**config.mk**
```make
export PLATFORM = sky130hd
export DESIGN_NAME = wwd_supervisor
export DESIGN_NICKNAME = d
export VERILOG_FILES = /design/src/pkg/wwd_pkg.sv /design/src/hdl/wwd_kick_sync.sv /design/src/hdl/wwd_supervisor.sv
export SDC_FILE = /design/constraint.sdc
export NUM_CORES = 1
export LEC_CHECK = 0
export BUFFER_PORTS_ARGS = -buffer_cell sky130_fd_sc_hd__buf_4
export CAP_MARGIN = 20
export CELL_PAD_IN_SITES_DETAIL_PLACEMENT = 1
export CELL_PAD_IN_SITES_GLOBAL_PLACEMENT = 1
export CORE_UTILIZATION = 43
export DETAILED_ROUTE_END_ITERATION = 16
export GPL_ROUTABILITY_DRIVEN = 0
export GPL_TIMING_DRIVEN = 0
export MAX_ROUTING_LAYER = met4
export PLACE_DENSITY_LB_ADDON = 0.1
export REMOVE_ABC_BUFFERS = 1
export SETUP_SLACK_MARGIN = 0.05
export SLEW_MARGIN = 0
export SYNTH_ARGS = -nofsm -noshare
export SYNTH_HDL_FRONTEND = slang
export SYNTH_SLANG_ARGS = --single-unit
```
**constraint.sdc**
```tcl
create_clock -name clk -period 16 [get_ports clk]
set_input_delay 1.6 -clock clk [delete_from_list [all_inputs] [get_ports clk]]
set_output_delay 1.6 -clock clk [all_outputs]
set_load 0.05 [all_outputs]
```
**src/pkg/wwd_pkg.sv**
```systemverilog
// Shared constants, types and register map of the window watchdog supervisor.
package wwd_pkg;

  // ==========================================================================
  // Timing base
  // ==========================================================================
  localparam int unsigned CLK_PERIOD_PS = 8000;
  localparam int unsigned TICK_PS       = 1000000;
  localparam int unsigned TICK_CYC      = TICK_PS / CLK_PERIOD_PS;
  localparam int unsigned CNT_W         = 24;

  // ==========================================================================
  // Times in microseconds (one tick is one microsecond)
  // ==========================================================================
  localparam int unsigned SETTLE_US       = 150;
  localparam int unsigned RST_NC_US       = 200000;
  localparam int unsigned RST_PU_US       = 10000;
  localparam int unsigned WDL_NC_00_US    = 22500;
  localparam int unsigned WDU_NC_00_US    = 55000;
  localparam int unsigned WDL_NC_10_US    = 1850;
  localparam int unsigned WDU_NC_10_US    = 27500;
  localparam int unsigned WDL_NC_11_US    = 800000;
  localparam int unsigned WDU_NC_11_US    = 1600000;
  localparam int unsigned WDL_PU_00_US    = 9000;
  localparam int unsigned WDU_PU_00_US    = 109000;
  localparam int unsigned WDL_PU_10_US    = 9000;
  localparam int unsigned WDU_PU_10_US    = 195000;
  localparam int unsigned WDL_PU_11_US    = 1850;
  localparam int unsigned WDU_PU_11_US    = 11000;
  localparam int unsigned CAP_UPPER_DEF_US = 62740;
  localparam int unsigned CAP_RST_DEF_US   = 703;

  // ==========================================================================
  // Window select codes, written as {bit1, bit0}
  // ==========================================================================
  localparam logic [1:0] SEL_RATIO_8TH  = 2'h0;
  localparam logic [1:0] SEL_DISABLE    = 2'h1;
  localparam logic [1:0] SEL_RATIO_3Q   = 2'h2;
  localparam logic [1:0] SEL_RATIO_HALF = 2'h3;

  // ==========================================================================
  // Register map (byte addresses) and fields
  // ==========================================================================
  localparam int unsigned AXI_AW     = 8;
  localparam logic [7:0]  REG_STATUS = 8'h00;
  localparam logic [7:0]  REG_IRQ    = 8'h04;
  localparam logic [7:0]  REG_MASK   = 8'h08;
  localparam logic [7:0]  REG_CAPU   = 8'h0c;
  localparam logic [7:0]  REG_CAPR   = 8'h10;
  localparam logic [1:0]  RESP_OKAY  = 2'h0;
  localparam logic [1:0]  RESP_SLVERR = 2'h2;
  localparam int unsigned STB_FAULT  = 0;
  localparam int unsigned STB_DIS    = 1;
  localparam int unsigned STB_SETTLE = 2;
  localparam int unsigned STB_PWRUP  = 3;
  localparam int unsigned STB_PIN    = 4;
  localparam int unsigned STB_SEL    = 5;
  localparam int unsigned STB_TOCFG  = 7;
  localparam int unsigned STB_RDCFG  = 9;
  localparam int unsigned IRQ_W       = 4;
  localparam int unsigned IRQ_TIMEOUT = 0;
  localparam int unsigned IRQ_EARLY   = 1;
  localparam int unsigned IRQ_KICK_OK = 2;
  localparam int unsigned IRQ_RELEASE = 3;

  // ==========================================================================
  // Types
  // ==========================================================================
  typedef enum logic [1:0] {WWD_PIN_NC, WWD_PIN_PULLUP, WWD_PIN_CAP} wwd_pincfg_e;
  typedef struct packed {
    wwd_pincfg_e timeout_cfg;
    wwd_pincfg_e delay_cfg;
  } wwd_cfg_s;
  typedef enum logic [2:0] {ST_PWRUP, ST_DISABLED, ST_SETTLE, ST_WINDOW, ST_FAULT} wwd_state_e;

endpackage

```
**src/hdl/wwd_kick_sync.sv**
```systemverilog
// Kick input synchroniser and falling edge detector.
`timescale 1ns/1ps
`default_nettype none
module wwd_kick_sync (
  // Clock and reset
  input  wire logic clk,
  input  wire logic srst,
  // Pin side
  input  wire logic kick_input,
  // Core side
  output logic      kick_fall
);
  logic meta;
  logic sync;
  logic prev;
  logic next_meta;
  logic next_sync;
  logic next_prev;

  // Reset to high, so a line held low at start-up looks like one falling edge.
  always_comb begin
    next_meta = kick_input;
    next_sync = meta;
    next_prev = sync;
  end

  always_ff @(posedge clk) begin
    if (srst) begin
      meta <= 1'b1;
      sync <= 1'b1;
      prev <= 1'b1;
    end else begin
      meta <= next_meta;
      sync <= next_sync;
      prev <= next_prev;
    end
  end

  assign kick_fall = prev & ~sync;

endmodule // wwd_kick_sync
`default_nettype wire

```
**src/hdl/wwd_supervisor.sv**
```systemverilog
// Window watchdog supervisor core with AXI4-Lite register access.
//
// Operation
// - Missing in-window falling kick asserts the fault.
// - Kicks ignored during power-up reset delay.
// - Kicks ignored while faulted or disabled.
// - Timeout holds fault low for reset delay.
// - Disabled watchdog keeps fault output released.
// - Straps select window ratio, timeouts or disable.
// - Timeout pin: capacitor, pull-up or open.
// - Capacitor mode derives lower bound from ratio.
// - Delay pin: capacitor, pull-up or open.
// - Fault output is active-low open drain.
// - Select bit0 high, bit1 low disables.
// - Ignore kicks 150 us after enabling.
// - Preset delays 200 ms open, 10 ms pulled.
// - Select changes apply only after fault event or re-enable.
//
// The AXI4-Lite slave port and the address map are this design's own decisions.
`timescale 1ns/1ps
`default_nettype none
module wwd_supervisor #(
  parameter int unsigned TICK_DIV  = wwd_pkg::TICK_CYC,
  parameter int unsigned SETTLE_US = wwd_pkg::SETTLE_US,
  parameter int unsigned RST_NC_US = wwd_pkg::RST_NC_US,
  parameter int unsigned RST_PU_US = wwd_pkg::RST_PU_US,
  parameter int unsigned L_NC_00   = wwd_pkg::WDL_NC_00_US,
  parameter int unsigned U_NC_00   = wwd_pkg::WDU_NC_00_US,
  parameter int unsigned L_NC_10   = wwd_pkg::WDL_NC_10_US,
  parameter int unsigned U_NC_10   = wwd_pkg::WDU_NC_10_US,
  parameter int unsigned L_NC_11   = wwd_pkg::WDL_NC_11_US,
  parameter int unsigned U_NC_11   = wwd_pkg::WDU_NC_11_US,
  parameter int unsigned L_PU_00   = wwd_pkg::WDL_PU_00_US,
  parameter int unsigned U_PU_00   = wwd_pkg::WDU_PU_00_US,
  parameter int unsigned L_PU_10   = wwd_pkg::WDL_PU_10_US,
  parameter int unsigned U_PU_10   = wwd_pkg::WDU_PU_10_US,
  parameter int unsigned L_PU_11   = wwd_pkg::WDL_PU_11_US,
  parameter int unsigned U_PU_11   = wwd_pkg::WDU_PU_11_US
) (
  // Clock and reset
  input  wire logic                        clk,
  input  wire logic                        srst,
  // Watchdog pins
  input  wire logic                        kick_input,
  input  wire logic                        window_select_bit0,
  input  wire logic                        window_select_bit1,
  input  wire wwd_pkg::wwd_pincfg_e        timeout_config_pin,
  input  wire wwd_pkg::wwd_pincfg_e        reset_delay_config_pin,
  input  wire logic                        fault_out_n_i,
  output logic                             fault_out_n_o,
  output logic                             fault_out_n_oe,
  // Interrupt
  output logic                             irq,
  // AXI4-Lite slave
  input  wire logic [wwd_pkg::AXI_AW-1:0]  s_axi_awaddr,
  input  wire logic                        s_axi_awvalid,
  output logic                             s_axi_awready,
  input  wire logic [31:0]                 s_axi_wdata,
  input  wire logic [3:0]                  s_axi_wstrb,
  input  wire logic                        s_axi_wvalid,
  output logic                             s_axi_wready,
  output logic [1:0]                       s_axi_bresp,
  output logic                             s_axi_bvalid,
  input  wire logic                        s_axi_bready,
  input  wire logic [wwd_pkg::AXI_AW-1:0]  s_axi_araddr,
  input  wire logic                        s_axi_arvalid,
  output logic                             s_axi_arready,
  output logic [31:0]                      s_axi_rdata,
  output logic [1:0]                       s_axi_rresp,
  output logic                             s_axi_rvalid,
  input  wire logic                        s_axi_rready
);
  localparam int unsigned CW = wwd_pkg::CNT_W;

  // The tick divider counts in 16 bits, so larger dividers are refused.
  if (TICK_DIV < 1 || TICK_DIV > (1 << 16) || U_NC_11 >= (1 << CW)
      || RST_NC_US >= (1 << CW)) begin : g_chk
    $error("wwd_supervisor: tick divider or bounds do not fit the counter");
  end

  // ==========================================================================
  // Kick edge and microsecond tick
  // ==========================================================================
  logic                kick_fall;
  logic [15:0]         div_cnt;
  logic [15:0]         next_div_cnt;
  logic                tick;

  wwd_kick_sync u_kick (
    .clk        (clk),
    .srst       (srst),
    .kick_input (kick_input),
    .kick_fall  (kick_fall)
  );

  always_comb begin
    tick         = (div_cnt == 16'(TICK_DIV - 1));
    next_div_cnt = tick ? 16'h0000 : div_cnt + 16'h0001;
  end

  always_ff @(posedge clk) begin
    if (srst) div_cnt <= 16'h0000;
    else      div_cnt <= next_div_cnt;
  end

  // ==========================================================================
  // Configuration decode
  // ==========================================================================
  wwd_pkg::wwd_state_e state;
  wwd_pkg::wwd_state_e next_state;
  wwd_pkg::wwd_cfg_s   cfg;
  wwd_pkg::wwd_cfg_s   next_cfg;
  logic                cfg_done;
  logic [1:0]          act_sel;
  logic [1:0]          next_act_sel;
  logic [CW-1:0]       cnt;
  logic [CW-1:0]       next_cnt;
  logic [CW-1:0]       cap_upper;
  logic [CW-1:0]       cap_rst;
  logic [CW-1:0]       lower;
  logic [CW-1:0]       upper;
  logic [CW-1:0]       rst_delay;
  logic [1:0]          live_sel;
  logic                wd_dis;
  logic [wwd_pkg::IRQ_W-1:0] ev;

  assign live_sel = {window_select_bit1, window_select_bit0};
  assign wd_dis   = cfg_done && (live_sel == wwd_pkg::SEL_DISABLE);

  always_comb begin
    case (cfg.delay_cfg)
      wwd_pkg::WWD_PIN_CAP:    rst_delay = cap_rst;
      wwd_pkg::WWD_PIN_PULLUP: rst_delay = CW'(RST_PU_US);
      default:                 rst_delay = CW'(RST_NC_US);
    endcase
    lower = CW'(L_NC_00);
    upper = CW'(U_NC_00);
    case (cfg.timeout_cfg)
      wwd_pkg::WWD_PIN_CAP: begin
        upper = cap_upper;
        case (act_sel)
          wwd_pkg::SEL_RATIO_HALF: lower = cap_upper >> 1;
          wwd_pkg::SEL_RATIO_3Q:   lower = cap_upper - (cap_upper >> 2);
          default:                 lower = cap_upper >> 3;
        endcase
      end
      wwd_pkg::WWD_PIN_PULLUP: begin
        case (act_sel)
          wwd_pkg::SEL_RATIO_HALF: begin lower = CW'(L_PU_11); upper = CW'(U_PU_11); end
          wwd_pkg::SEL_RATIO_3Q:   begin lower = CW'(L_PU_10); upper = CW'(U_PU_10); end
          default:                 begin lower = CW'(L_PU_00); upper = CW'(U_PU_00); end
        endcase
      end
      default: begin
        case (act_sel)
          wwd_pkg::SEL_RATIO_HALF: begin lower = CW'(L_NC_11); upper = CW'(U_NC_11); end
          wwd_pkg::SEL_RATIO_3Q:   begin lower = CW'(L_NC_10); upper = CW'(U_NC_10); end
          default:                 begin lower = CW'(L_NC_00); upper = CW'(U_NC_00); end
        endcase
      end
    endcase
  end

  // ==========================================================================
  // Watchdog state machine
  // ==========================================================================
  // Straps are caught on the first clock after reset, so the pins need only be
  // stable by then; later changes to the pin configuration are not seen.
  always_comb begin
    next_state   = state;
    next_cfg     = cfg;
    next_act_sel = act_sel;
    next_cnt     = (tick && cnt != {CW{1'b1}}) ? cnt + CW'(1) : cnt;
    ev           = '0;
    if (!cfg_done) begin
      next_cfg     = '{timeout_cfg: timeout_config_pin, delay_cfg: reset_delay_config_pin};
      next_act_sel = live_sel;
      next_cnt     = '0;
    end else if (wd_dis && state != wwd_pkg::ST_DISABLED) begin
      next_state = wwd_pkg::ST_DISABLED;
      next_cnt   = '0;
    end else begin
      case (state)
        wwd_pkg::ST_PWRUP: begin
          if (cnt >= rst_delay) begin
            next_state = wwd_pkg::ST_WINDOW;
            next_cnt   = '0;
          end
        end
        wwd_pkg::ST_DISABLED: begin
          next_cnt = '0;
          if (!wd_dis) begin
            next_state   = wwd_pkg::ST_SETTLE;
            next_act_sel = live_sel;
          end
        end
        wwd_pkg::ST_SETTLE: begin
          if (cnt >= CW'(SETTLE_US)) begin
            next_state = wwd_pkg::ST_WINDOW;
            next_cnt   = '0;
          end
        end
        wwd_pkg::ST_WINDOW: begin
          if (cnt >= upper || (kick_fall && cnt < lower)) begin
            next_state   = wwd_pkg::ST_FAULT;
            next_act_sel = live_sel;
            next_cnt     = '0;
            ev[wwd_pkg::IRQ_TIMEOUT] = (cnt >= upper);
            ev[wwd_pkg::IRQ_EARLY]   = (cnt < upper);
          end else if (kick_fall) begin
            next_cnt = '0;
            ev[wwd_pkg::IRQ_KICK_OK] = 1'b1;
          end
        end
        wwd_pkg::ST_FAULT: begin
          if (cnt >= rst_delay) begin
            next_state = wwd_pkg::ST_WINDOW;
            next_cnt   = '0;
            ev[wwd_pkg::IRQ_RELEASE] = 1'b1;
          end
        end
        default: next_state = wwd_pkg::ST_PWRUP;
      endcase
    end
  end

  always_ff @(posedge clk) begin
    if (srst) begin
      state    <= wwd_pkg::ST_PWRUP;
      cfg      <= '{timeout_cfg: wwd_pkg::WWD_PIN_NC, delay_cfg: wwd_pkg::WWD_PIN_NC};
      cfg_done <= 1'b0;
      act_sel  <= wwd_pkg::SEL_RATIO_8TH;
      cnt      <= '0;
    end else begin
      state    <= next_state;
      cfg      <= next_cfg;
      cfg_done <= 1'b1;
      act_sel  <= next_act_sel;
      cnt      <= next_cnt;
    end
  end

  // The pin is only ever pulled low; the pull-up outside makes the high level.
  assign fault_out_n_o  = 1'b0;
  assign fault_out_n_oe = (state == wwd_pkg::ST_FAULT);

  // ==========================================================================
  // Register file and AXI4-Lite slave
  // ==========================================================================
  logic                      aw_held, w_held;
  logic                      next_aw_held, next_w_held;
  logic [wwd_pkg::AXI_AW-1:0] aw_addr, next_aw_addr;
  logic [31:0]               w_data, next_w_data;
  logic [3:0]                w_strb, next_w_strb;
  logic                      next_bvalid, next_rvalid;
  logic [1:0]                next_bresp, next_rresp;
  logic [31:0]               next_rdata, wr_val, status;
  logic [CW-1:0]             next_cap_upper, next_cap_rst;
  logic [wwd_pkg::IRQ_W-1:0] irq_stat, irq_mask, next_irq_stat, next_irq_mask;
  logic                      do_wr, do_rd;

  assign s_axi_awready = !aw_held && !s_axi_bvalid;
  assign s_axi_wready  = !w_held && !s_axi_bvalid;
  assign s_axi_arready = !s_axi_rvalid;
  assign irq           = |(irq_stat & irq_mask);

  always_comb begin
    status = '0;
    status[wwd_pkg::STB_FAULT]  = fault_out_n_oe;
    status[wwd_pkg::STB_DIS]    = (state == wwd_pkg::ST_DISABLED);
    status[wwd_pkg::STB_SETTLE] = (state == wwd_pkg::ST_SETTLE);
    status[wwd_pkg::STB_PWRUP]  = (state == wwd_pkg::ST_PWRUP);
    status[wwd_pkg::STB_PIN]    = fault_out_n_i;
    status[wwd_pkg::STB_SEL +: 2]   = act_sel;
    status[wwd_pkg::STB_TOCFG +: 2] = cfg.timeout_cfg;
    status[wwd_pkg::STB_RDCFG +: 2] = cfg.delay_cfg;
  end

  always_comb begin
    next_aw_held = aw_held || (s_axi_awvalid && s_axi_awready);
    next_w_held  = w_held || (s_axi_wvalid && s_axi_wready);
    next_aw_addr = (s_axi_awvalid && s_axi_awready) ? s_axi_awaddr : aw_addr;
    next_w_data  = (s_axi_wvalid && s_axi_wready) ? s_axi_wdata : w_data;
    next_w_strb  = (s_axi_wvalid && s_axi_wready) ? s_axi_wstrb : w_strb;
    do_wr        = aw_held && w_held;
    do_rd        = s_axi_arvalid && s_axi_arready;
    next_bvalid  = s_axi_bvalid ? !s_axi_bready : do_wr;
    next_bresp   = s_axi_bresp;
    next_rvalid  = s_axi_rvalid ? !s_axi_rready : do_rd;
    next_rresp   = s_axi_rresp;
    next_rdata   = s_axi_rdata;
    next_cap_upper = cap_upper;
    next_cap_rst   = cap_rst;
    next_irq_mask  = irq_mask;
    next_irq_stat  = irq_stat;
    wr_val = '0;
    for (int b = 0; b < 4; b++) begin
      wr_val[8*b +: 8] = w_strb[b] ? w_data[8*b +: 8] : 8'h00;
    end
    if (do_wr) begin
      next_aw_held = 1'b0;
      next_w_held  = 1'b0;
      next_bresp   = wwd_pkg::RESP_OKAY;
      case (aw_addr)
        wwd_pkg::REG_MASK: next_irq_mask = wr_val[wwd_pkg::IRQ_W-1:0];
        wwd_pkg::REG_CAPU: next_cap_upper = wr_val[CW-1:0];
        wwd_pkg::REG_CAPR: next_cap_rst = wr_val[CW-1:0];
        wwd_pkg::REG_STATUS, wwd_pkg::REG_IRQ: ;
        default: next_bresp = wwd_pkg::RESP_SLVERR;
      endcase
    end
    if (do_rd) begin
      next_rresp = wwd_pkg::RESP_OKAY;
      next_rdata = '0;
      case (s_axi_araddr)
        wwd_pkg::REG_STATUS: next_rdata = status;
        wwd_pkg::REG_IRQ: begin
          next_rdata    = 32'(irq_stat);
          next_irq_stat = '0;
        end
        wwd_pkg::REG_MASK: next_rdata = 32'(irq_mask);
        wwd_pkg::REG_CAPU: next_rdata = 32'(cap_upper);
        wwd_pkg::REG_CAPR: next_rdata = 32'(cap_rst);
        default: next_rresp = wwd_pkg::RESP_SLVERR;
      endcase
    end
    // A new event wins over the read that clears the same bit.
    next_irq_stat = next_irq_stat | ev;
  end

  always_ff @(posedge clk) begin
    if (srst) begin
      aw_held <= 1'b0;
      w_held  <= 1'b0;
      aw_addr <= '0;
      w_data  <= '0;
      w_strb  <= '0;
      s_axi_bvalid <= 1'b0;
      s_axi_bresp  <= wwd_pkg::RESP_OKAY;
      s_axi_rvalid <= 1'b0;
      s_axi_rresp  <= wwd_pkg::RESP_OKAY;
      s_axi_rdata  <= '0;
      cap_upper <= CW'(wwd_pkg::CAP_UPPER_DEF_US);
      cap_rst   <= CW'(wwd_pkg::CAP_RST_DEF_US);
      irq_mask  <= '0;
      irq_stat  <= '0;
    end else begin
      aw_held <= next_aw_held;
      w_held  <= next_w_held;
      aw_addr <= next_aw_addr;
      w_data  <= next_w_data;
      w_strb  <= next_w_strb;
      s_axi_bvalid <= next_bvalid;
      s_axi_bresp  <= next_bresp;
      s_axi_rvalid <= next_rvalid;
      s_axi_rresp  <= next_rresp;
      s_axi_rdata  <= next_rdata;
      cap_upper <= next_cap_upper;
      cap_rst   <= next_cap_rst;
      irq_mask  <= next_irq_mask;
      irq_stat  <= next_irq_stat;
    end
  end
endmodule // wwd_supervisor
`default_nettype wire

```
==> impl_metrics.py, run 1 <==
metrics = {
    "logic_synthesis": {
        "synthTopCellsByArea": "dfxtp_1, ha_1, nand2_1",
        "synth_edf_count": 0,
        "synth_top_area_frac": 0.311,
        "yosys.area_share.simple": 0.256,
        "synthFlopType": "dfxtp_1",
        "seq_area_frac_synth": 0.311,
        "ys_types": 76,
        "synth-compound-area-share": 0.201,
        "synth.area.mux_share": 0.0169,
        "ys_ff_latch": 174,
        "synth_top_area_cell": "dfxtp_1",
        "syn_area_um2": 11200,
        "synthArstFlopShare": 0,
        "synthAdderAreaFrac": 0.115,
        "synth_xor_area_frac": 0.0446,
        "synthCells": 1485,
        "synth_top_family_by_area": "simple AND/OR/NAND/NOR gates",
        "avgSynthCellArea_um2": 7.54,
        "yosys_warnings": 0,
    },
    "job": {
        "drv_cap": 0,
    },
    "clock_tree": {
        "insertion_delay_ns": 0.45,
        "cts_tree": "built",
        "cts_sinks": 174,
        "cts_hold_buf": 0,
        "ctsRootBufferMaster": "clkbuf_16",
        "clk_pin_slew_worst_paths_ns": 0.08,
        "cts_resized": 0,
        "post-cts-setup-buffers": 0,
        "clockBufferDepth": 2,
        "htree_num_levels": 4,
        "cts_made_buffers": 17,
    },
    "setup_path": {
        "crit_type": "reg -> reg",
        "cp-end-kind": "register",
        "cp.arrival_ns": 6.70,
        "cp.required_ns": 16.37,
        "crit_path_max_fanout": 24,
        "start_kind": "register",
    },
    "sta": {
        "tightest_slew_ns": 1.14,
        "fmax_mhz": 158,
        "setup_slack_ns": 9.67,
        "rsz0062_at_grt": "false",
        "final_hold_viol_count": 0,
        "drv_slew": 0,
        "min_period_ns": 6.33,
        "setup_viol": 0,
        "min_period_over_period": 0.395,
        "maxSlewHeadroom": 0.238,
        "skew_ns": 0.0214,
        "setup_tns_ns": 0,
    },
    "drt": {
        "wl_met3_um": 1050,
        "ant_nets": 0,
        "vias_per_cell": 5.85,
        "drtIter0Drc": 746,
        "routedWlPerCell_um": 19.7,
        "firstDrtPassIters": 5,
        "wl_met2_um": 17400,
        "totalWireLength_um": 36700,
        "drc_errors": 0,
        "wl_met1_um": 17800,
        "num_vias": 10890,
        "dr.max_layer_used": "met4",
    },
    "final_layout": {
        "final_cell_count_no_fill": 1863,
        "diodes": 0,
        "fillerInstances": 3162,
        "multi_input_area_um2": 7130,
        "syn2layout_area_growth_pct": 13.3,
        "seq_area_um2": 3480,
        "nets": 1689,
        "drive_above_1_share": 0.104,
    },
    "placement": {
        "numPlacedInstances": 1827,
        "port_buffers": 90,
        "dp_worst_setup_slack_ns": 9.74,
        "hpwlAfterDp_um": 27100,
    },
    "grt": {
        "grt_pass1_vias": 10723,
        "grt.overflow.total": 0,
        "grt_pass1_wl_um": 58100,
        "grt_start_max_net_pins": 85,
        "antenna_found_initial": 0,
        "track_usage": 0.286,
    },
    "floorplanning": {
        "rows": 58,
        "die_h_um": 163,
        "io_pins": 111,
        "chipWidth_um": 163,
        "start_util": 0.442,
        "core_um2": 25300,
        "die_area_um2": 26700,
    },
    "status": {
        "status": "finished clean",
    },
    "power_and_ir_drop": {
        "p_leak_uw": 0.00502,
        "peakVddDrop_uv": 58.2,
        "p_per_area_nw_per_um2": 82.5,
        "power_uw": 1050,
    },
    "worst_hold_path": {
        "worstHoldPathType": "reg -> reg",
    },
}
## kinds of logic after synthesis
family | Yosys count
other | 1
DFF | 174
AOI/OAI and AO/OA | 368
muxes | 16
buffers and inverters | 143
xor gates and xnor gates | 57
and+or+nand+nor | 624
adders and majority gates | 102
## where the power goes
part           switching [µW]  internal, µW
combinational            80.7          46.1
clock                     240           222
sequential               15.2           443
## cells in the mapped netlist, types with 4 or more instances
library cell,count
and4_1,6
a211oi_1,16
a22o_1,4
a2bb2oi_1,4
dfxtp_1,174
a21oi_1,163
nand2b_1,20
or3_1,7
o311ai_0,4
or4_1,4
clkbuf_1,72
nor3_1,31
and2_1,14
buf_4,11
nor2b_1,7
inv_1,50
o21a_1,5
nor2_1,144
a31oi_1,7
nor4_1,9
xnor2_1,28
mux2i_1,11
nand2_1,238
a21o_1,11
or2_2,11
ha_1,101
nand4b_1,4
nand3_1,85
o21ai_0,65
nand4_1,16
and3_1,14
a22oi_1,24
xor2_1,29
o211ai_1,30
a221oi_1,6
## layer usage
metal / vias to the layer above / GRT usage
met5: - / -
met1: 5346 / 0.382
met4: 0 / 0.0629
li1: 5303 / -
met3: 36 / 0.0292
met2: 205 / 0.463
## cell usage in the layout, fill, tap and decap left out, types with 7 or more instances in the layout
master     Yosys  final
xor2_1        29     29
and3_1        14     14
xnor2_1       28     28
nand2_1      238    238
a21oi_1      163    163
inv_1         50     50
nor2b_1        7      7
conb_1         1     11
nor3_1        31     31
a31oi_1        7      7
a211oi_1      16     16
nand4_1       16     16
mux2i_1       11     11
o211ai_1      30     30
nor4_1         9      9
dfxtp_1      174    173
or3_1          7      7
a22oi_1       24     24
clkbuf_16      0     17
o21ai_0       65     64
nand3_1       85     85
nand2b_1      20     20
and2_1        14     14
nor2_1       144    144
a21o_1        11     11
or2_2         11     11
buf_4         11     92
ha_1         101    101
## area by class of cell
| class | instances | share of cell area |
|---|---|---|
| clock buffers | 17 | 0.0335 |
| clock inverters | 15 | 0.0171 |
| inverters | 50 | 0.0148 |
| multi-input cells | 1178 | 0.562 |
| flip-flops and latches | 174 | 0.275 |
| well taps | 330 | 0.0326 |
| repair buffers | 99 | 0.0651 |
## sequential cells by signal (all words and copies together) (netlist names), 2 cells and up
| signal | cells |
|---|---|
| cap_rst | 24 |
| cap_upper | 24 |
| cnt | 24 |
| s_axi_rdata | 24 |
| w_data | 24 |
| div_cnt | 16 |
| aw_addr | 8 |
| cfg | 4 |
| irq_mask | 4 |
| irq_stat | 4 |
| state | 3 |
| w_strb | 3 |
| act_sel | 2 |
## stage by stage
stage,util,instance area (µm²),hold slack [ns]
final,0.501,12700,0.424
after global routing,0.501,12700,0.434
after detailed placement,0.472,12000,0.410
after CTS,0.497,12600,0.430
after floorplan,-,10800,0.389
after global placement,0.469,11900,0.393
## path summary, 6_finish.rpt
check / slack [ns] / depth (start not counted) / end / startpoint
worst max-delay path: 9.67 / 20 / cnt[1]$_SDFF_PP0_ / cap_upper[0]$_SDFFE_PP0P_
worst min-delay path: 0.42 / 1 / u_kick.next_prev$_SDFF_PP1_ / u_kick.meta$_SDFF_PP1_
worst max register to register: 9.67 / 20 / cnt[1]$_SDFF_PP0_ / cap_upper[0]$_SDFFE_PP0P_
worst min register to register: 0.42 / 1 / u_kick.next_prev$_SDFF_PP1_ / u_kick.meta$_SDFF_PP1_
## critical path: stages, from the launching register on
cell       delay (ns)
dfxtp_1          0.47
inv_1            0.09
ha_1             0.24
fa_1             0.41
nand2b_1         0.18
a21oi_1          0.27
o211ai_1         0.23
a2111oi_0        0.82
nor3_1           0.14
xor2_1           0.19
o211ai_1         0.17
o211ai_1         0.11
ha_1             0.36
nand4_1          0.08
or3_1            0.38
or4_1            0.50
nor3_2           0.20
a211oi_2         0.15
or3_1            0.41
a311o_2          0.61
nor3_1           0.23
(Power assumes the default switching activity.)
==> inputs of run 2 (changes only) <==
- ABC_AREA: unset -> 1
- clock period: 16 -> 6.1 ns (I/O delays scaled with it)
==> run 2 against run 1 <==
Effect of this change:
- clock power rose to 2.6 times the previous value
- first-iteration DRC count fell by 15%
- maximum frequency rose by 17%
- sequential cell count did not move
- register-to-register slack got worse by 9.0 ns
- via count rose by 7.2%
- sequential share of layout area fell by 0.16 points
==> impl_metrics.py, run 2 <==
metrics = {
    "clock_tree": {
        "clockBufferDepth": 2,
        "cts_hold_buf": 0,
        "clk_pin_slew_worst_paths_ns": 0.08,
        "cts_sinks": 174,
        "cts_tree": "built",
        "post-cts-setup-buffers": 0,
        "cts_resized": 0,
        "cts_made_buffers": 17,
        "insertion_delay_ns": 0.45,
        "htree_num_levels": 4,
        "ctsRootBufferMaster": "clkbuf_16",
    },
    "grt": {
        "grt_pass1_vias": 11835,
        "grt_pass1_wl_um": 61100,
        "grt_start_max_net_pins": 99,
        "track_usage": 0.298,
        "antenna_found_initial": 0,
        "grt.overflow.total": 0,
    },
    "placement": {
        "hpwlAfterDp_um": 28600,
        "numPlacedInstances": 2028,
        "port_buffers": 90,
    },
    "sta": {
        "drv_slew": 0,
        "maxSlewHeadroom": 0.292,
        "setup_viol": 0,
        "fmax_mhz": 185,
        "rsz0062_at_grt": "false",
        "tightest_slew_ns": 1.06,
        "min_period_ns": 5.42,
        "min_period_over_period": 0.888,
        "skew_ns": 0.0167,
        "setup_tns_ns": 0,
        "final_hold_viol_count": 0,
    },
    "setup_path": {
        "path_buf_inv": 4,
        "crit_family": "simple AND/OR/NAND/NOR gates",
        "cp.required_ns": 6.47,
        "cp.arrival_ns": 5.79,
        "reg2reg_depth": 19,
        "cp_slowest_stage_delay_ns": 0.85,
        "start_kind": "register",
        "crit_type": "reg -> reg",
        "worst-path-stages": 19,
        "cp-end-kind": "register",
        "crit_path_top_delay_cell": "nor2_1",
        "crit_path_max_fanout": 22,
        "crit_chain": "inv_1 > ha_1 > inv_1 > nor2_1 > clkinv_1 > a221oi_1 > o21ai_0 > ha_1 > nand2_1 > nor2_1 > nand4_1 > nor4b_1 > nand2_1 > nand2_1 > nand2_1 > nor2_1 > o21ai_2 > buf_8 > nor2_1",
    },
    "logic_synthesis": {
        "synth_top_area_frac": 0.310,
        "synth_top_area_cell": "dfxtp_1",
        "syn_area_um2": 11300,
        "ys_ff_latch": 174,
        "synthTopCellsByArea": "dfxtp_1, ha_1, nand2_1",
        "synth_commonest_cells": "nand2_1, nor2_1, dfxtp_1",
        "yosys_warnings": 0,
        "seq_area_frac_synth": 0.310,
        "synth_edf_count": 0,
        "synthArstFlopShare": 0,
        "synthFlopType": "dfxtp_1",
        "ys_types": 50,
        "synthCells": 1666,
        "yosysMostFrequentCell": "nand2_1",
        "avgSynthCellArea_um2": 6.75,
    },
    "worst_hold_path": {
        "holdPathStages": 2,
        "worstHoldPathType": "in -> reg",
    },
    "final_layout": {
        "final_cell_count_no_fill": 2062,
        "seq_area_um2": 3480,
        "nets": 1888,
        "most-common-layout-cells": "nand2_1, nor2_1, dfxtp_1",
        "diodes": 0,
        "final_common_cell": "nand2_1",
        "multi_input_area_um2": 6830,
        "drive_above_1_share": 0.0831,
        "syn2layout_area_growth_pct": 13.3,
        "fillerInstances": 3342,
    },
    "floorplanning": {
        "rows": 58,
        "chipWidth_um": 164,
        "io_pins": 111,
        "start_util": 0.443,
        "die_h_um": 164,
        "die_area_um2": 26800,
        "core_um2": 25400,
    },
    "drt": {
        "vias_per_cell": 5.66,
        "num_vias": 11674,
        "drtIter0Drc": 634,
        "firstDrtPassIters": 5,
        "routedWlPerCell_um": 18.4,
        "totalWireLength_um": 37900,
        "ant_nets": 0,
        "drc_errors": 0,
    },
    "status": {
        "status": "finished clean",
    },
    "job": {
        "drv_cap": 0,
    },
    "power_and_ir_drop": {
        "peakVddDrop_uv": 159,
        "p_per_area_nw_per_um2": 219,
        "p_leak_uw": 0.00558,
    },
}
[run 2: changes by cell type in the layout (fill, tap and decap cells not counted), sizes merged, moves of 18 or more]
cell	change
nand4	+18
a22oi	-19
inv	+119
o21ai	+103
nor2	+61
nand2b	-20
nand2	+94
xnor2	-22
[run 2: per-layer routing]
metal	up-vias	GRT usage	part of all wire
li1	5742	-	-
met1	5637	0.385	0.47
met2	253	0.493	0.47
met3	42	0.0333	0.041
met4	0	0.0770	0.017
met5	-	-	0
[run 2: logic make-up (layout without fill, tap and decap cells)]
kind of cell | after synthesis | after routing | share of synthesized area
XOR/XNOR | 30 | 30 | 0.0234
AND/OR/NAND/NOR | 693 | 693 | 0.257
other | 1 | 11 | 0.000333
flip-flops | 174 | 174 | 0.310
adder cells (fa/ha/maj) | 102 | 102 | 0.114
AO/OA/AOI/OAI | 419 | 419 | 0.209
buffers and inverters | 247 | 303 | 0.0872
[run 2: cell type report]
class	count	share of cell area
Clock inverter	14	0.0150
Sequential cell	174	0.273
Clock buffer	18	0.0344
Multi-Input combinational cell	1255	0.536
Tap cell	330	0.0324
Timing Repair Buffer	92	0.0563
Inverter	179	0.0529
[run 2: through the flow]
stage	worst slack, ns	total power [µW]	util	hold slack [ns]	instance area (µm²)
after detailed placement	0.402	1630	0.476	0.402	12100
after floorplan	2.31	1480	-	0.389	11000
after global routing	0.283	2900	0.502	0.336	12800
after CTS	0.340	2800	0.500	0.319	12700
final	0.682	2790	0.502	0.324	12800
after global placement	0.540	1610	0.475	0.391	12100
[run 2: path summary, 6_finish.rpt]
check	endpoint	slack, ns	startpoint
setup / recovery	cnt[16]$_SDFF_PP0_	0.68	cfg[2]$_SDFFE_PP0N_
hold / removal	s_axi_bvalid$_SDFF_PP0_	0.32	s_axi_bready
setup reg to reg	cnt[16]$_SDFF_PP0_	0.68	cfg[2]$_SDFFE_PP0N_
hold reg to reg	u_kick.next_prev$_SDFF_PP1_	0.42	u_kick.meta$_SDFF_PP1_
[run 2: worst register-to-register path: stages, from the launching register on]
cell	delay, ns
dfxtp_1	0.32
inv_1	0.12
ha_1	0.57
inv_1	0.38
nor2_1	0.85
clkinv_1	0.64
a221oi_1	0.36
o21ai_0	0.22
ha_1	0.32
nand2_1	0.05
nor2_1	0.13
nand4_1	0.13
nor4b_1	0.33
nand2_1	0.09
nand2_1	0.19
nand2_1	0.11
nor2_1	0.14
o21ai_2	0.10
buf_8	0.19
nor2_1	0.12
[run 2: where the power goes]
| group | internal, µW | total (µW) | switching (µW) | leakage, µW |
|---|---|---|---|---|
| Clock | 607 | 1180 | 569 | 0.000307 |
| Sequential | 1170 | 1210 | 35.2 | 0.00142 |
| Combinational | 126 | 403 | 277 | 0.00386 |
| Total | 1910 | 2790 | 881 | 0.00558 |
==> inputs of run 3 (changes only) <==
- PLACE_DENSITY: unset -> 0.92
- PLACE_DENSITY_LB_ADDON: 0.1 -> unset
==> run 3 against run 2 <==
Effect of this change:
- largest power group is now clock
- first-iteration DRC count rose by 29%
- maximum frequency hardly changed
- sequential share of layout area decreased by 0.080 points
- wire length increased by 6.7%
- highest routed layer unchanged
- non-clock buffer count rose by 1
- hold slack worse by 0.0085 ns
- register-to-register slack is essentially flat
- critical path type unchanged
- die area unchanged
- sequential cell count unchanged
- clock power increased by 3%
- count of clock-buffer cells in the layout down 1
- via count increased by 5.9%
==> impl_metrics.py, run 3 (same netlist as run 2, synthesis figures left out) <==
metrics = {
    "floorplanning": {
        "rows": 58,
        "die_h_um": 164,
        "start_util": 0.443,
        "chipWidth_um": 164,
        "die_area_um2": 26800,
        "core_um2": 25400,
        "io_pins": 111,
    },
    "setup_path": {
        "crit_type": "reg -> reg",
        "crit_family": "compound AO/OA/AOI/OAI gates",
        "cp.required_ns": 6.39,
        "crit_path_max_fanout": 24,
        "path_common_cell": "nand2_1",
        "cp-end-kind": "register",
        "crit_chain": "inv_1 > ha_1 > inv_1 > nor2_2 > clkinv_1 > a221oi_1 > a21oi_1 > ha_1 > nand2_1 > nor2_1 > a211oi_1 > nand2_1 > nand2_1 > nand2_1 > nand2_1 > nor2_1 > o21ai_2 > nor2_1",
        "cp.arrival_ns": 5.71,
        "cp_slowest_stage_delay_ns": 0.82,
        "start_kind": "register",
        "path_buf_inv": 3,
        "crit_path_top_delay_cell": "o21ai_2",
    },
    "clock_tree": {
        "clk_pin_slew_worst_paths_ns": 0.09,
        "htree_num_levels": 4,
        "cts_resized": 0,
        "post-cts-setup-buffers": 0,
        "cts_made_buffers": 17,
        "ctsRootBufferMaster": "clkbuf_16",
        "insertion_delay_ns": 0.46,
        "clockBufferDepth": 2,
        "cts_tree": "built",
        "cts_sinks": 174,
        "cts_hold_buf": 0,
    },
    "drt": {
        "ant_nets": 0,
        "num_vias": 12360,
        "totalWireLength_um": 40400,
        "drc_errors": 0,
        "firstDrtPassIters": 5,
        "vias_per_cell": 5.99,
        "drtIter0Drc": 821,
        "routedWlPerCell_um": 19.6,
    },
    "sta": {
        "rsz0062_at_grt": "false",
        "skew_ns": 0.0177,
        "min_period_ns": 5.42,
        "maxSlewHeadroom": 0.263,
        "setup_viol": 0,
        "final_hold_viol_count": 0,
        "min_period_over_period": 0.888,
        "drv_slew": 0,
        "tightest_slew_ns": 1.10,
        "setup_tns_ns": 0,
        "setup_slack_ns": 0.682,
        "fmax_mhz": 185,
    },
    "grt": {
        "track_usage": 0.313,
        "grt.overflow.total": 0,
        "use_met2": 0.526,
        "grt_start_max_net_pins": 55,
        "top_usage_layer": "met2",
        "grt_pass1_wl_um": 64400,
        "antenna_found_initial": 0,
        "met3_usage": 0.0432,
        "grt_use_met1": 0.371,
        "grt_pass1_vias": 12543,
    },
    "final_layout": {
        "most-common-layout-cells": "nand2_1, nor2_1, dfxtp_1",
        "diodes": 0,
        "drive_above_1_share": 0.0842,
        "nets": 1889,
        "postLayoutCoreUtil": 0.504,
        "final_cell_count_no_fill": 2063,
        "syn2layout_area_growth_pct": 13.7,
        "finalInstanceArea_um2": 12800,
        "final_common_cell": "nand2_1",
    },
    "power_and_ir_drop": {
        "p_per_area_nw_per_um2": 222,
        "p_leak_uw": 0.00559,
        "peakVddDrop_uv": 162,
    },
    "status": {
        "status": "finished clean",
    },
    "job": {
        "drv_cap": 0,
    },
    "placement": {
        "port_buffers": 90,
        "numPlacedInstances": 2030,
        "placed_area_um2": 12100,
        "dp_worst_setup_slack_ns": 0.644,
        "hpwlAfterDp_um": 28900,
    },
    "worst_hold_path": {
        "worstHoldPathType": "in -> reg",
    },
}
-- run 3: final timing paths --
| kind | startpoint | end | slack (ns) | depth (start not counted) |
|---|---|---|---|---|
| setup / recovery | cfg[2]$_SDFFE_PP0N_ | cnt[6]$_SDFF_PP0_ | 0.68 | 18 |
| hold / removal | s_axi_bready | s_axi_bvalid$_SDFF_PP0_ | 0.32 | 2 |
| setup reg to reg | cfg[2]$_SDFFE_PP0N_ | cnt[6]$_SDFF_PP0_ | 0.68 | 18 |
| hold reg to reg | u_kick.meta$_SDFF_PP1_ | u_kick.next_prev$_SDFF_PP1_ | 0.42 | 1 |
-- run 3: layer usage --
metal  vias up  wire, µm
li1       5725         -
met1      6033     16900
met2       464     19900
met3       138      2110
met4         0      1500
met5         -         0
-- run 3: cell type report --
type | instances | area [µm²]
clock inverter | 15 | 228
timing repair buffer | 93 | 738
sequential | 174 | 3480
fill | 3359 | 12600
clock buffer | 17 | 425
multi-input combinational | 1255 | 6830
tap | 330 | 413
inverter | 179 | 672
-- run 3: power breakdown --
group | internal, µW | total, µW | switching, µW
Combinational | 126 | 411 | 284
Sequential | 1170 | 1210 | 36.8
Clock | 609 | 1220 | 607
-- run 3: stage by stage --
step	power, µW	hold WS (ns)
final	2840	0.315
after global routing	2920	0.320
after CTS	2830	0.313
after detailed placement	1630	0.400
after global placement	1600	0.395
after floorplan	1480	0.389
